File: src/inc/fault_flag_aggregator_map.svh
// Purpose: Offsets, field positions, reset values and timing counts.
// Assumes: Included by bare name from the aggregator design file and the testbench.
// Notes: Definitions only.
`ifndef FAULT_FLAG_AGGREGATOR_MAP_SVH
`define FAULT_FLAG_AGGREGATOR_MAP_SVH

`define ADDR_GLOBAL 8'h50
`define ADDR_INT1 8'h51
`define ADDR_INT2 8'h52
`define ADDR_INT3 8'h53
`define ADDR_CORE_STATUS 8'h55

`define GLB_ANY 7
`define GLB_INT1 6
`define GLB_INT2 5
`define GLB_INT3 4
`define GLB_BUS_GROUP 3

`define I1_WATCHDOG 7
`define I1_BUS_WAKE 6
`define I1_LOCAL_WAKE 5
`define I1_WAKE_ERROR 4
`define I1_FRAME_OVERFLOW 3
`define I1_BUS_SILENT 2
`define I1_BUS_TIMEOUT 1
`define I1_STUCK_DOM 0

`define I2_FORCED_SLEEP 7
`define I2_POWER_UP 6
`define I2_MAIN_LOW 4
`define I2_IO_LOW 3
`define I2_CORE_LOW 2
`define I2_OVERHEAT 1
`define I2_OVERHEAT_WARN 0

`define I3_SERIAL_ERR 7
`define I3_FAILSAFE 5
`define I3_CRC_ERR 0

`define CS_TXD_TIMEOUT 0
`define CS_FAILSAFE 1
`define CS_CRC_DONE 2

`define INT1_RST 8'h00
`define INT2_RST 8'h40
`define INT3_RST 8'h00
`define INT1_MASK 8'hFF
`define INT2_MASK 8'hDF
`define INT3_MASK 8'hA1

`define FRAME_BITS 5'h10
`define ADDR_BITS 5'h08
`define WRITE_BIT 7

`define CRC_POLY 8'h07
`define CRC_INIT 8'hFF

`define CLK_PERIOD_NS 10
`define TXD_DOM_TIME_NS 1000000

`endif

File: src/inc/fault_flag_pkg.sv
// Purpose: Shared types of the fault flag aggregator.
// Assumes: Nothing is imported; users write the package name.
// Notes: Numbers live in the map header.
package fault_flag_pkg;

  typedef logic [7:0] byte_t;

  typedef enum logic [1:0] {
    CRC_RUN,
    CRC_CHECK,
    CRC_DONE
  } crc_state_t;

endpackage : fault_flag_pkg

File: src/rtl/fault_flag_aggregator.sv
// Purpose: Sticky fault flags, global summary and serial register port.
// Assumes: Serial clock at most one eighth of core_clk; mode 0 framing.
// Notes: Summary bits are pure logic over the flags, never stored.
//
// Functional notes
// - Every selected serial access shifts out the global summary first.
// - Summary bit 7 is the OR of every flag and the bus group, read-only, resets one.
// - Summary bits 6 and 5 are ORs of the first and second flag bytes.
// - Bits 4 and 3 OR third byte and bus-fault group; 2..0 reserved.
// - Watchdog flag sets on every watchdog error event.
// - Bus wake flag latches on bus wake-up; resets zero.
// - Wake error sets when wake timer expires and mode is sleep.
// - Frame error overflow flag latches on counter overflow.
// - Stuck dominant flag latches when bus held dominant.
// - Forced sleep flag sets only for listed sleep entry causes.
// - Main, I/O and core supply undervoltage latch separate flags.
// - Overheat disables transmitter, enters fail-safe, latches flags.
// - Serial error flag sets on serial status error, write one clears.
// - Transmit input held dominant too long is timed out.
// - Trim storage is checked by CRC after reset.
`timescale 1ns/100ps
`default_nettype none
`include "fault_flag_aggregator_map.svh"

module fault_flag_aggregator #(
  parameter int TXD_DOM_CYCLES = `TXD_DOM_TIME_NS / `CLK_PERIOD_NS,
  parameter int TRIM_WORDS = 8
) (
  input wire logic core_clk,
  input wire logic reset,
  input wire logic chip_select_low,
  input wire logic sclk,
  input wire logic sdi,
  output logic sdo_data,
  output logic sdo_oe,
  input wire logic txd,
  output logic tx_enable,
  output logic thermal_failsafe,
  input wire logic bus_wake_det,
  input wire logic local_wake_det,
  input wire logic stuck_dom_det,
  input wire logic main_supply_low,
  input wire logic io_supply_low,
  input wire logic core_supply_low,
  input wire logic overheat,
  input wire logic overheat_warn,
  input wire logic watchdog_event,
  input wire logic wake_timer_expired,
  input wire logic mode_is_sleep,
  input wire logic frame_overflow,
  input wire logic bus_silent,
  input wire logic bus_timeout,
  input wire logic sleep_entry,
  input wire logic io_low_timeout,
  input wire logic bus_fault_pending,
  output logic [7:0] trim_index,
  input wire logic [7:0] trim_word
);

  localparam int TXD_W = $clog2(TXD_DOM_CYCLES + 1);

  if (TXD_DOM_CYCLES < 1) begin : g_bad_txd
    $error("TXD_DOM_CYCLES must be at least one");
  end
  if (TRIM_WORDS < 1 || TRIM_WORDS > 255) begin : g_bad_trim
    $error("TRIM_WORDS must lie between 1 and 255");
  end

  // Pin inputs.
  logic [11:0] pin_raw;
  logic [11:0] pin_s;
  logic cs_n_s;
  logic sclk_s;
  logic sdi_s;
  logic txd_s;
  logic bus_wake_s;
  logic local_wake_s;
  logic stuck_dom_s;
  logic main_low_s;
  logic io_low_s;
  logic core_low_s;
  logic overheat_s;
  logic warn_s;

  assign pin_raw = {chip_select_low, sclk, sdi, txd, bus_wake_det,
                    local_wake_det, stuck_dom_det, main_supply_low,
                    io_supply_low, core_supply_low, overheat,
                    overheat_warn};

  // Select and transmit idle high, so they leave reset inactive.
  flag_sync #(
    .WIDTH(12),
    .RST_VAL(12'h900)
  ) u_pin_sync (
    .core_clk(core_clk),
    .reset(reset),
    .pin_in(pin_raw),
    .level_out(pin_s)
  );

  assign {cs_n_s, sclk_s, sdi_s, txd_s, bus_wake_s, local_wake_s,
          stuck_dom_s, main_low_s, io_low_s, core_low_s, overheat_s,
          warn_s} = pin_s;

  // Flag registers.
  logic [7:0] int1_ff;
  logic [7:0] int2_ff;
  logic [7:0] int3_ff;
  logic [7:0] int1_set;
  logic [7:0] int2_set;
  logic [7:0] int3_set;
  logic [7:0] int1_clr;
  logic [7:0] int2_clr;
  logic [7:0] int3_clr;
  logic [7:0] global_summary;
  logic [7:0] core_status;

  // Serial port state.
  logic sclk_prev_ff;
  logic cs_prev_ff;
  logic [4:0] bit_cnt_ff;
  logic [7:0] rx_ff;
  logic [7:0] addr_ff;
  logic [7:0] tx_ff;
  logic [7:0] nxt_tx;
  logic sdo_ff;
  logic sdo_oe_ff;
  logic wr_strobe_ff;
  logic [7:0] wr_addr_ff;
  logic [7:0] wr_data_ff;
  logic serial_err_ff;
  logic sclk_rise;
  logic sclk_fall;
  logic frame_start;
  logic frame_end;

  // Transmit, thermal and trim check state.
  logic [TXD_W-1:0] txd_cnt_ff;
  logic txd_timeout_ff;
  logic failsafe_ff;
  logic tx_enable_ff;
  fault_flag_pkg::crc_state_t crc_state_ff;
  logic [7:0] crc_ff;
  logic [7:0] trim_index_ff;
  logic crc_err_ff;

  function automatic logic [7:0] crc8_step(input logic [7:0] crc,
                                           input logic [7:0] data);
    logic [7:0] acc;
    acc = crc ^ data;
    for (int i = 0; i < 8; i++) begin
      acc = acc[7] ? ((acc << 1) ^ `CRC_POLY) : (acc << 1);
    end
    return acc;
  endfunction : crc8_step

  // Unmapped addresses read as zero.
  function automatic logic [7:0] reg_read(input logic [7:0] addr);
    if (addr == `ADDR_GLOBAL) begin
      return global_summary;
    end else if (addr == `ADDR_INT1) begin
      return int1_ff;
    end else if (addr == `ADDR_INT2) begin
      return int2_ff;
    end else if (addr == `ADDR_INT3) begin
      return int3_ff;
    end else if (addr == `ADDR_CORE_STATUS) begin
      return core_status;
    end else begin
      return 8'h00;
    end
  endfunction : reg_read

  function automatic logic [7:0] clr_for(input logic [7:0] addr);
    return (wr_strobe_ff && wr_addr_ff == addr) ? wr_data_ff : 8'h00;
  endfunction : clr_for

  // Event sources.
  always_comb begin
    int1_set = 8'h00;
    int1_set[`I1_WATCHDOG] = watchdog_event;
    int1_set[`I1_BUS_WAKE] = bus_wake_s;
    int1_set[`I1_LOCAL_WAKE] = local_wake_s;
    int1_set[`I1_WAKE_ERROR] = wake_timer_expired & mode_is_sleep;
    int1_set[`I1_FRAME_OVERFLOW] = frame_overflow;
    int1_set[`I1_BUS_SILENT] = bus_silent;
    int1_set[`I1_BUS_TIMEOUT] = bus_timeout;
    int1_set[`I1_STUCK_DOM] = stuck_dom_s;
  end

  always_comb begin
    int2_set = 8'h00;
    int2_set[`I2_FORCED_SLEEP] = sleep_entry &
        (int1_set[`I1_WAKE_ERROR] | io_low_timeout |
         (io_low_s & overheat_s));
    int2_set[`I2_MAIN_LOW] = main_low_s;
    int2_set[`I2_IO_LOW] = io_low_s;
    int2_set[`I2_CORE_LOW] = core_low_s;
    int2_set[`I2_OVERHEAT] = overheat_s;
    int2_set[`I2_OVERHEAT_WARN] = warn_s;
  end

  always_comb begin
    int3_set = 8'h00;
    int3_set[`I3_SERIAL_ERR] = serial_err_ff;
    int3_set[`I3_FAILSAFE] = overheat_s & ~failsafe_ff;
    int3_set[`I3_CRC_ERR] = crc_err_ff;
  end

  // A process, so the write strobe read inside the function wakes it.
  always_comb begin
    int1_clr = clr_for(`ADDR_INT1);
    int2_clr = clr_for(`ADDR_INT2);
    int3_clr = clr_for(`ADDR_INT3);
  end

  // The set term is ORed after the clear, so a coincident event survives.
  always_ff @(posedge core_clk or posedge reset) begin
    if (reset) begin
      int1_ff <= `INT1_RST;
      int2_ff <= `INT2_RST;
      int3_ff <= `INT3_RST;
    end else begin
      int1_ff <= ((int1_ff & ~int1_clr) | int1_set) & `INT1_MASK;
      int2_ff <= ((int2_ff & ~int2_clr) | int2_set) & `INT2_MASK;
      int3_ff <= ((int3_ff & ~int3_clr) | int3_set) & `INT3_MASK;
    end
  end

  always_comb begin
    global_summary = 8'h00;
    global_summary[`GLB_ANY] = |{int1_ff, int2_ff, int3_ff,
                                 bus_fault_pending};
    global_summary[`GLB_INT1] = |int1_ff;
    global_summary[`GLB_INT2] = |int2_ff;
    global_summary[`GLB_INT3] = |int3_ff;
    global_summary[`GLB_BUS_GROUP] = bus_fault_pending;
  end

  always_comb begin
    core_status = 8'h00;
    core_status[`CS_TXD_TIMEOUT] = txd_timeout_ff;
    core_status[`CS_FAILSAFE] = failsafe_ff;
    core_status[`CS_CRC_DONE] = (crc_state_ff == fault_flag_pkg::CRC_DONE);
  end

  // Serial port.
  assign sclk_rise = sclk_s & ~sclk_prev_ff;
  assign sclk_fall = ~sclk_s & sclk_prev_ff;
  assign frame_start = cs_prev_ff & ~cs_n_s;
  assign frame_end = ~cs_prev_ff & cs_n_s;

  always_ff @(posedge core_clk or posedge reset) begin
    if (reset) begin
      sclk_prev_ff <= 1'b0;
      cs_prev_ff <= 1'b1;
    end else begin
      sclk_prev_ff <= sclk_s;
      cs_prev_ff <= cs_n_s;
    end
  end

  always_ff @(posedge core_clk or posedge reset) begin
    if (reset) begin
      bit_cnt_ff <= 5'h00;
      rx_ff <= 8'h00;
      addr_ff <= 8'h00;
    end else if (frame_start) begin
      bit_cnt_ff <= 5'h00;
    end else if (!cs_n_s && sclk_rise) begin
      rx_ff <= {rx_ff[6:0], sdi_s};
      if (bit_cnt_ff != 5'h1F) begin
        bit_cnt_ff <= bit_cnt_ff + 5'h01;
      end
      if (bit_cnt_ff == `ADDR_BITS - 5'h01) begin
        addr_ff <= {rx_ff[6:0], sdi_s};
      end
    end
  end

  // The summary goes out on the first byte; the read data on the second.
  always_comb begin
    nxt_tx = tx_ff;
    if (frame_start) begin
      nxt_tx = global_summary;
    end else if (!cs_n_s && sclk_fall) begin
      if (bit_cnt_ff == `ADDR_BITS) begin
        nxt_tx = reg_read({1'b0, addr_ff[6:0]});
      end else begin
        nxt_tx = {tx_ff[6:0], 1'b0};
      end
    end
  end

  always_ff @(posedge core_clk or posedge reset) begin
    if (reset) begin
      tx_ff <= 8'h00;
      sdo_ff <= 1'b0;
      sdo_oe_ff <= 1'b0;
    end else begin
      tx_ff <= nxt_tx;
      sdo_ff <= nxt_tx[7];
      sdo_oe_ff <= ~cs_n_s;
    end
  end

  // A frame of any length other than sixteen bits is a serial error.
  always_ff @(posedge core_clk or posedge reset) begin
    if (reset) begin
      wr_strobe_ff <= 1'b0;
      wr_addr_ff <= 8'h00;
      wr_data_ff <= 8'h00;
      serial_err_ff <= 1'b0;
    end else begin
      wr_strobe_ff <= frame_end && bit_cnt_ff == `FRAME_BITS &&
                      addr_ff[`WRITE_BIT];
      wr_addr_ff <= {1'b0, addr_ff[6:0]};
      wr_data_ff <= rx_ff;
      serial_err_ff <= frame_end && bit_cnt_ff != `FRAME_BITS;
    end
  end

  // Transmit dominant timeout and thermal fail-safe.
  always_ff @(posedge core_clk or posedge reset) begin
    if (reset) begin
      txd_cnt_ff <= '0;
      txd_timeout_ff <= 1'b0;
    end else if (txd_s) begin
      txd_cnt_ff <= '0;
      txd_timeout_ff <= 1'b0;
    end else if (txd_cnt_ff != TXD_W'(TXD_DOM_CYCLES)) begin
      txd_cnt_ff <= txd_cnt_ff + TXD_W'(1);
    end else begin
      txd_timeout_ff <= 1'b1;
    end
  end

  // Fail-safe holds for as long as the die stays hot.
  always_ff @(posedge core_clk or posedge reset) begin
    if (reset) begin
      failsafe_ff <= 1'b0;
      tx_enable_ff <= 1'b0;
    end else begin
      failsafe_ff <= overheat_s;
      tx_enable_ff <= ~overheat_s & ~txd_timeout_ff;
    end
  end

  // Trim check walks the words, then compares with the stored CRC word.
  always_ff @(posedge core_clk or posedge reset) begin
    if (reset) begin
      crc_state_ff <= fault_flag_pkg::CRC_RUN;
      crc_ff <= `CRC_INIT;
      trim_index_ff <= 8'h00;
      crc_err_ff <= 1'b0;
    end else begin
      crc_err_ff <= 1'b0;
      case (crc_state_ff)
        fault_flag_pkg::CRC_RUN: begin
          crc_ff <= crc8_step(crc_ff, trim_word);
          trim_index_ff <= trim_index_ff + 8'h01;
          if (trim_index_ff == 8'(TRIM_WORDS - 1)) begin
            crc_state_ff <= fault_flag_pkg::CRC_CHECK;
          end
        end
        fault_flag_pkg::CRC_CHECK: begin
          crc_err_ff <= (trim_word != crc_ff);
          crc_state_ff <= fault_flag_pkg::CRC_DONE;
        end
        default: begin
          crc_state_ff <= fault_flag_pkg::CRC_DONE;
        end
      endcase
    end
  end

  assign sdo_data = sdo_ff;
  assign sdo_oe = sdo_oe_ff;
  assign tx_enable = tx_enable_ff;
  assign thermal_failsafe = failsafe_ff;
  assign trim_index = trim_index_ff;

endmodule : fault_flag_aggregator

`default_nettype wire

File: src/rtl/flag_sync.sv
// Purpose: Three-stage synchroniser with agreement filter for pin inputs.
// Assumes: Pins are asynchronous to core_clk.
// Notes: The output follows only when stages two and three agree.
`timescale 1ns/100ps
`default_nettype none

module flag_sync #(
  parameter int WIDTH = 1,
  parameter logic [WIDTH-1:0] RST_VAL = '0
) (
  input wire logic core_clk,
  input wire logic reset,
  input wire logic [WIDTH-1:0] pin_in,
  output logic [WIDTH-1:0] level_out
);

  logic [WIDTH-1:0] meta_ff;
  logic [WIDTH-1:0] mid_ff;
  logic [WIDTH-1:0] late_ff;
  logic [WIDTH-1:0] level_ff;
  logic [WIDTH-1:0] agree;

  if (WIDTH < 1) begin : g_bad_width
    $error("flag_sync needs at least one bit");
  end

  // The first stage feeds the second stage and nothing else.
  always_ff @(posedge core_clk or posedge reset) begin
    if (reset) begin
      meta_ff <= RST_VAL;
      mid_ff <= RST_VAL;
      late_ff <= RST_VAL;
    end else begin
      meta_ff <= pin_in;
      mid_ff <= meta_ff;
      late_ff <= mid_ff;
    end
  end

  assign agree = ~(mid_ff ^ late_ff);

  always_ff @(posedge core_clk or posedge reset) begin
    if (reset) begin
      level_ff <= RST_VAL;
    end else begin
      level_ff <= (level_ff & ~agree) | (mid_ff & agree);
    end
  end

  assign level_out = level_ff;

endmodule : flag_sync

`default_nettype wire

File: config.mk
export PLATFORM = sky130hd
export DESIGN_NAME = fault_flag_aggregator
export DESIGN_NICKNAME = d
export VERILOG_FILES = /design/src/inc/fault_flag_pkg.sv /design/src/rtl/fault_flag_aggregator.sv /design/src/rtl/flag_sync.sv
export VERILOG_INCLUDE_DIRS = /design/src /design/src/inc
export SDC_FILE = /design/constraint.sdc
export NUM_CORES = 1
export LEC_CHECK = 0
export BUFFER_PORTS_ARGS = -buffer_cell sky130_fd_sc_hd__buf_2
export CORE_UTILIZATION = 35
export CTS_CLUSTER_DIAMETER = 80
export DETAILED_ROUTE_END_ITERATION = 8
export HOLD_SLACK_MARGIN = 0.08
export PLACE_DENSITY_LB_ADDON = 0.15
export SLEW_MARGIN = 15
export SYNTH_ARGS = -nofsm -noshare
export SYNTH_HDL_FRONTEND = slang
export SYNTH_SLANG_ARGS = --single-unit
File: constraint.sdc
create_clock -name core_clk -period 5 [get_ports core_clk]
set_clock_uncertainty 0.15 [all_clocks]
set_input_delay 1 -clock core_clk [delete_from_list [all_inputs] [get_ports core_clk]]
set_output_delay 1 -clock core_clk [all_outputs]
set_load 0.01 [all_outputs]
Word level (Yosys, flattened, before mapping)
Cells that the tools add are included.
- flip-flop bits (word level): 154
- input bits: 31
- output and inout port bits: 12
- logic and storage cells: 143
- add/sub/neg operators: 3
- eq/ne operators: 20
- muxes and demuxes: 29
- bitwise logic cells: 43
- reduce and logical (&&, ||, !) cells: 21
- operators with widths (kind ; number):
    $mux 8 ; 10
    $eq 7x7->1 const B ; 8
    $mux 17 ; 2
    $mux 3 ; 9
    $and 12x12->12 ; 2
    $and 8x8->8 ; 3
    $not 12->12 ; 2
    $not 3->3 ; 8
    $not 8->8 ; 3
    $or 8x8->8 ; 3
    $reduce_or 19->1 ; 1
    $add 17x1->17 const B ; 1
    $ne 17x17->1 const B ; 1
    $mux 5 ; 3
    $or 12x12->12 ; 1
    $xor 12x12->12 ; 1
    $ne 5x5->1 const B ; 2
    $and 1x1->1 ; 9
    $add 8x1->8 const B ; 1
    $eq 8x3->1 const B ; 1
    $logic_and 1x1->1 ; 8
    $ne 8x8->1 ; 1
    $not 1->1 ; 8
    $reduce_bool 2->1 ; 4
    other kinds (19) ; 24

Longest topological paths before layout
Gate-level depths: netlist (run 1).
- word-level depth: 17
- depth in mapped cells: 8
- gate-level depth less buffers: 7

By module
Synthesis (run 1) repeated with hierarchy kept, for this count alone.
- cell total of the unflattened synthesis: 484
- area total of the unflattened synthesis: 6115.9 um^2
- modules (own cells, without submodules) (module ; instances ; cells an instance ; area an instance (um^2) ; seq. area each (um^2)):
    fault_flag_aggregator ; 1 ; 423 ; 4765.8 ; 2665.1
    flag_sync ; 1 ; 61 ; 1350.0 ; 1211.2

Worst setup path after synthesis (run 1)
Ideal clock, no wire load.
- kind: input to register
- from: input port trim_word[6]
- to: register crc_ff[1]
- setup time: 0.081 ns
- arrival time: 1.874 ns
- data required time: 4.769 ns
- setup slack: 2.896 ns
- stages on the path: 5
- path buffers: 0
- path through: xnor2_1 -> xor2_1 -> xor2_1 -> nand2_1 -> xnor2_1
- cells in the longest elaborated chain, start to end: 3
- ends and longest elaborated chain (element ; line ; source):
    start: declaration ; fault_flag_aggregator.sv:57 ; input wire logic [7:0] trim_word
    $xor 8x8->8 ; fault_flag_aggregator.sv:150 ; acc = crc ^ data;
    $mux 3 (2 in a row) ; fault_flag_aggregator.sv:152 ; acc = acc[7] ? ((acc << 1) ^ `CRC_POLY) : (acc << 1);
    end signal: assignment ; fault_flag_aggregator.sv:353 ; crc_ff <= `CRC_INIT;
    end signal: assignment ; fault_flag_aggregator.sv:360 ; crc_ff <= crc8_step(crc_ff, trim_word);
    end: declaration ; fault_flag_aggregator.sv:143 ; logic [7:0] crc_ff;
No other way between the ends.
A chain may end at the register's enable or synchronous reset.

Final worst setup path (run 1)
- from: register trim_index_ff[2], in the netlist trim_index[2]
- to: output port trim_index[2]
- RTL lines (element ; line ; source):
    start: declaration ; fault_flag_aggregator.sv:144 ; logic [7:0] trim_index_ff;
    start signal: assignment ; fault_flag_aggregator.sv:361 ; trim_index_ff <= trim_index_ff + 8'h01;
    end: declaration ; fault_flag_aggregator.sv:56 ; output logic [7:0] trim_index,
No word-level cell between the ends.

==> results of run 1 <==
-- synth_stat cells (all sizes together) --
| master | instances | share of area (%) |
|---|---|---|
| and3b | 2 | 0.28 |
| o211ai | 1 | 0.12 |
| nor4b | 1 | 0.14 |
| maj3 | 12 | 2.0 |
| nor4 | 8 | 0.92 |
| buf | 3 | 0.37 |
| dfstp | 18 | 7.7 |
| ha | 9 | 1.8 |
| o21a | 1 | 0.12 |
| xor2 | 18 | 2.6 |
| or3b | 1 | 0.18 |
| a22o | 6 | 0.85 |
| nand2b | 2 | 0.20 |
| nor3b | 1 | 0.12 |
| xnor2 | 32 | 4.6 |
| dfrtp | 136 | 55 |
| and4 | 3 | 0.43 |
| nor4bb | 2 | 0.33 |
| o221a | 1 | 0.18 |
| a22oi | 4 | 0.49 |
| o31ai | 5 | 0.61 |
| a21boi | 1 | 0.12 |
| a21oi | 13 | 1.1 |
| a211oi | 1 | 0.12 |
| and4b | 3 | 0.51 |
| inv | 14 | 0.85 |
| a21o | 14 | 1.7 |
| a221oi | 1 | 0.14 |
| nand2 | 48 | 2.9 |
| or3 | 3 | 0.31 |
| nand3 | 11 | 0.90 |
| nand4 | 7 | 1.1 |
| nor3 | 7 | 0.57 |
| and2b | 1 | 0.14 |
| o21ai | 13 | 1.1 |
| nor2 | 38 | 2.6 |
| nor2b | 5 | 0.51 |
| or4 | 2 | 0.24 |
| a32oi | 1 | 0.14 |
| mux2i | 5 | 0.81 |
| and3 | 3 | 0.31 |
| mux2 | 16 | 2.9 |
| a221o | 2 | 0.33 |
| clkbuf | 8 | 0.83 |
| nand4bb | 3 | 0.55 |
-- final cells by class --
| class | instances | share of cell area (%) |
|---|---|---|
| Tap cell | 225 | 3.90 |
| Sequential cell | 154 | 53.6 |
| Multi-Input combinational cell | 307 | 29.7 |
| Inverter | 14 | 0.779 |
| Timing Repair Buffer | 44 | 3.46 |
| Clock buffer | 24 | 6.53 |
| Clock inverter | 8 | 1.99 |
-- flip-flops by register name, summed over array words and instances (netlist names), 7 cells and up, named ones only --
signal	cells
txd_cnt_ff	17
wr_data_ff	8
tx_ff	8
trim_index	8
crc_ff	8
u_pin_sync.mid_ff	12
rx_ff	8
addr_ff	8
u_pin_sync.late_ff	12
int1_ff	8
wr_addr_ff	7
u_pin_sync.meta_ff	12
int2_ff	7
-- layout by cell type (no fill, tap or decap), drive strengths merged, types with 8 or more instances in the layout --
cell type  synthesis  final
dfrtp            136    136
nor4               8      8
a21o              14     14
xor2              18     18
nand3             11     11
maj3              12     12
o21ai             13     13
nor2              38     38
dfstp             18     18
ha                 9      9
nand2             48     48
xnor2             32     32
a21oi             13     13
clkbuf             8     24
buf                3     44
mux2              16     16
inv               14     13
-- power by group through the flow --
stage          sequential, mW  combinational, mW  clock, mW
4_1_cts                  1.51              0.394       1.37
5_1_grt                  1.53              0.447       1.44
2_1_floorplan            1.49              0.326          0
3_3_place_gp             1.53              0.387          0
3_5_place_dp             1.53              0.393          0
6_report                 1.51              0.388       1.33
-- routing by layer --
layer | global-route usage, % | wire, um | vias up | part of all wire, %
met5 | 0 | 0 | - | 0
met4 | 5.93 | 208 | 0 | 1.8
met3 | 4.69 | 468 | 19 | 4.0
met2 | 20.9 | 5170 | 81 | 44
met1 | 20.3 | 5800 | 1852 | 50
li1 | - | - | 1789 | -
-- cells by family (layout without fill, tap and decap cells) --
| group | after synthesis | after routing | share of synthesized area (%) |
|---|---|---|---|
| xor+xnor | 50 | 50 | 7.12 |
| simple gates | 151 | 151 | 13.2 |
| flops | 154 | 154 | 63.0 |
| buf+inv | 25 | 90 | 2.05 |
| fa+ha+maj | 21 | 21 | 3.78 |
| mux | 21 | 21 | 3.74 |
| compound gates | 64 | 64 | 7.06 |
-- stage by stage --
stage               instance area, um2  std cells  hold WS [ns]  worst slack [ns]
finish                            7230        776         0.195              2.83
floorplan                         6150        486         0.181              1.92
CTS                               7210        775         0.199              2.80
global route                      7230        776         0.205              2.75
detailed placement                6590        743         0.186              2.45
global placement                  6590        743         0.183              2.48
-- worst paths after layout --
kind / from / endpoint / depth (start not counted)
setup / recovery: trim_index[2] / trim_index[2] / 1
hold / removal: u_pin_sync.meta_ff[9] / u_pin_sync.mid_ff[9] / 0
setup reg to reg: bit_cnt_ff[0] / tx_ff[3] / 6
hold reg to reg: u_pin_sync.meta_ff[9] / u_pin_sync.mid_ff[9] / 0
max in group asynchronous: reset / asynchronous set/reset pin / 4
min in group asynchronous: reset / wr_data_ff[3] / 2
==> impl_results.md, run 1 <==
* Status: completed
* Post-synth cell types at 55
* Via/cell ratio at 4.82
* Clock Latency Late Sink at 0.42 ns
* Final setup vio count at 0
* Number of max-cap violations at 0
* Avg Inst Size Synth at 12.7 um2
* Mapped Cells at 486
* Post-Syn Area at 6150 um2
* Global-route usage over all layers at 14.6%
* Clock power share at 41.3%
* Sw Ratio at 23.8%
* Tightest Pin Transition at 0.708 ns
* CP top delay family: flip-flops
* Root Buffer Master: clkbuf_16
* N_diodes at 0
* PortBufs at 42
* Maximum VDD drop at 0.248 mV
* CTS tree: built
* Total power at 3.23 mW
* Die Wd at 135 um
* Final ANT Viol Nets at 0
* Relative slew slack at 52.6%
* DRT iter0 DRCs at 163
* Crit. End Element: primary output
* Internal reg-to-reg setup slack at 2.99 ns
* Final Slew Violations at 0
* First-pass GRT wire length at 20000 um
* Setup TNS at 0 ns
* Leakage at 3.12 nW
* Sink Count at 154
* Pwr per Cell Area at 447 nW/um2
* Routability cong. at 0.777
* RSZ-0062 raised after global routing: false
* H-tree levels at 4
* TritonRoute pass-1 iters at 5
* Post-CTS Hold Buffers at 0
* Post-CTS setup buffers at 0
* Register bit total from synthesis at 154
* Die height at 135 um
* Max incr delay on CP at 0.44 ns
* Count of final hold-check violations at 0
* Worst hold path class: reg2reg
* Full die area at 18100 um2
* Largest net degree at the start of global routing at 107
* Crit path cell chain: buf_2
* Synth Net Count at 526
* I/O Pins at 43
* Psw at 770 uW
* Initial antenna violation count at 0
* Starting density of the core at 35.7%
* Int Power at 2.46 mW
* DRC at 0
* Seq pwr share at 46.7%
* Hpwl dp at 8060 um
* Post-synthesis sequential area ratio at 63.0%
* Gate power share at 12.0%
* Post-cts sizing count at 0
* Arrival time worst endpoint at 1.02 ns
* Final nets at 578
* Final WL at 11600 um
* Multi-input logic area at 2150 um2
* Reg clk slew, reported paths at 0.06 ns
* Post-layout util at 41.9%
* Gr ovfl total at 0
* FF/Latch Area at 3880 um2
* Critical Path Slowest Stage Cell: dfrtp_1
* YS warnings at 0
* Max Buffers Root-to-Sink at 2
* Share of post-route cells with drive strength above 1 at 20.7%
* Crit path buf inv count at 1
* CP max FO at 6
* Site Rows at 48
* CP Launch Type: flop
* Minimum clock period at 2.17 ns
* F_max at 0.460 GHz
* Crit Path Category: reg2out
* Vias in the first global route at 3834
* TritonCTS Buffers at 17
* Syn-to-layout area delta at 17.5%
* Drt wl/cell at 15.0 um
* Core area at 17200 um2
* CP required at 3.85 ns
* Via count at 3741
* Fillcell total at 1604
* Fin crit share at 43.5%
(Power assumes the default switching activity.)
==> run 2: changes to the inputs <==
clock period = 2.25 ns   (was 5 ns; I/O delays follow)
==> impl_results.md, run 2 (synthesis results as in run 1) <==
* Drt wl/cell at 15.0 um (-0.34%)
* CTS tree: built
* Number of max-cap violations at 0 (unchanged)
* Maximum VDD drop at 0.440 mV (+78%)
* Worst hold path class: in2reg
* H-tree levels at 4 (unchanged)
* Clock Latency Late Sink at 0.42 ns (about the same)
* Minimum clock period at 1.99 ns
* Crit Path Category: reg2reg
* Final ANT Viol Nets at 0 (unchanged)
* Largest register FFs at 17 (unchanged)
* CP required at 2.39 ns (-1.46 ns)
* Final Slew Violations at 0 (unchanged)
* Via/cell ratio at 4.78 (-0.84%)
* Post-CTS setup buffers at 0 (unchanged)
* Full die area at 18100 um2 (unchanged)
* Max Buffers Root-to-Sink at 2 (unchanged)
* Core area at 17200 um2 (unchanged)
* TritonRoute pass-1 iters at 4 (-1)
* Largest reg by FF count: txd_cnt_ff
* Setup WS pre-CTS at 0.254 ns (-2.19 ns)
* Gr ovfl total at 0 (unchanged)
* Sink Count at 154 (unchanged)
* TritonCTS Buffers at 17 (unchanged)
* Total power at 7.30 mW (+130%)
* Root Buffer Master: clkbuf_16
* Count of final hold-check violations at 0 (unchanged)
* Site Rows at 48 (unchanged)
* Vias in the first global route at 4030 (+5.1%)
* PnR worst setup slack at 0.257 ns (-2.57 ns)
* Share of post-route cells with drive strength above 1 at 21.7% (+0.99 points)
* Relative slew slack at 51.9% (-0.70 points)
* Fin crit share at 88.6%
* First-pass GRT wire length at 20500 um (+2.3%)
* Reg clk slew, reported paths at 0.06 ns (about the same)
* Leading cell types in the layout, fill and taps excluded: dfrtp_1, nand2_1, buf_2
* RSZ-0062 raised after global routing: false
* CP max FO at 4 (-2)
* F_max at 0.502 GHz
* Tightest Pin Transition at 0.716 ns (+0.00830 ns)
* Pwr per Cell Area at 979 nW/um2 (+120%)
* Fin Hold WS at 0.128 ns (-0.0678 ns)
* Routability cong. at 0.826 (+6.2%)
* Arrival time worst endpoint at 2.14 ns (+1.12 ns)
* Via count at 3810 (+1.8%)
* Leakage at 3.21 nW (+2.7%)
* Die height at 135 um (unchanged)
* Hpwl dp at 8470 um (+5.1%)
* DRC at 0 (unchanged)
* Syn-to-layout area delta at 21.3%
* Crit. End Element: flop
* PortBufs at 42 (unchanged)
* Fillcell total at 1605 (+0.062%)
* Final nets at 599 (+3.6%)
* CP Launch Type: flop
* Status: completed
* Most common library cell in the layout ignoring fill and taps: dfrtp_1
* Starting density of the core at 35.7% (unchanged)
* N_diodes at 0 (unchanged)
* Final WL at 11900 um (+2.4%)
* Initial antenna violation count at 0 (unchanged)
* DRT iter0 DRCs at 228 (+40%)
* Largest net degree at the start of global routing at 68 (-36%)
* I/O Pins at 43 (unchanged)
* Die Wd at 135 um (unchanged)
* Final setup vio count at 0 (unchanged)
* Global-route usage over all layers at 14.8% (+0.26 points)
==> run 2: cell count changes in the layout (fill, tap and decap cells not counted), moves of 2 or more <==
cell / change
clkinvlp_4: +5
dlygate4sd3_1: +17
inv_8: +2
clkbuf_1: -5
buf_4: +4
clkbuf_8: -2
clkinv_2: -3
inv_6: +2
==> run 2: power breakdown <==
part / internal (mW) / switching [mW]
clock: 1.88 / 1.18
sequential: 3.11 / 0.247
combinational: 0.462 / 0.429
total: 5.45 / 1.85
==> run 2: path summary, 6_finish.rpt <==
kind                                       start                         end  slack (ns)  depth (start not counted)
setup / recovery                   bit_cnt_ff[0]                    tx_ff[1]        0.26                          6
setup reg to reg                   bit_cnt_ff[0]                    tx_ff[1]        0.26                          6
max in group asynchronous                  reset  asynchronous set/reset pin        0.90                          4
min in group asynchronous                  reset               wr_addr_ff[5]        0.38                          3
hold / removal                       sleep_entry                  int2_ff[7]        0.13                          2
hold reg to reg            u_pin_sync.meta_ff[0]        u_pin_sync.mid_ff[0]        0.20                          0
==> run 2: routing by layer <==
metal | track usage, % | up-vias | wire length [um]
met5 | 0 | - | 0
met4 | 5.62 | 0 | 138
met3 | 3.94 | 11 | 419
met2 | 22.4 | 64 | 5370
met1 | 20.4 | 1903 | 5990
li1 | - | 1832 | -
==> run 2: area by class of cell <==
type                       instances  area, um2  area share (%)
sequential                       154       3880            52.0
multi-input combinational        307       2150            28.9
timing repair buffer              65        450            6.04
clock buffer                      17        425            5.70
tap                              225        282            3.77
clock inverter                    15        215            2.89
inverter                          14       56.3           0.755
==> run 2: metrics by stage <==
step	utilization, %	cells	area [um2]	setup TNS [ns]
finish	43.3	797	7460	0
detailed placement	38.5	748	6640	0
global route	43.3	797	7460	0
global placement	38.5	748	6640	0
floorplan	-	486	6150	-38.11
CTS	43.2	796	7440	0
==> run 2: repair_timing <==
item	4_1_cts	5_1_grt
gates resized for setup	0	1
hold endpoints to repair	22	1
endpoints found under the setup margin	0	1
hold buffers	16	1
==> run 2: critical path: stages, from the launching register on <==
cell and delay, ns:
dfrtp_1 0.43, inv_1 0.08, ha_1 0.17, nor4bb_1 0.55, nor2_1 0.17, a22oi_1 0.23, o31ai_1 0.10
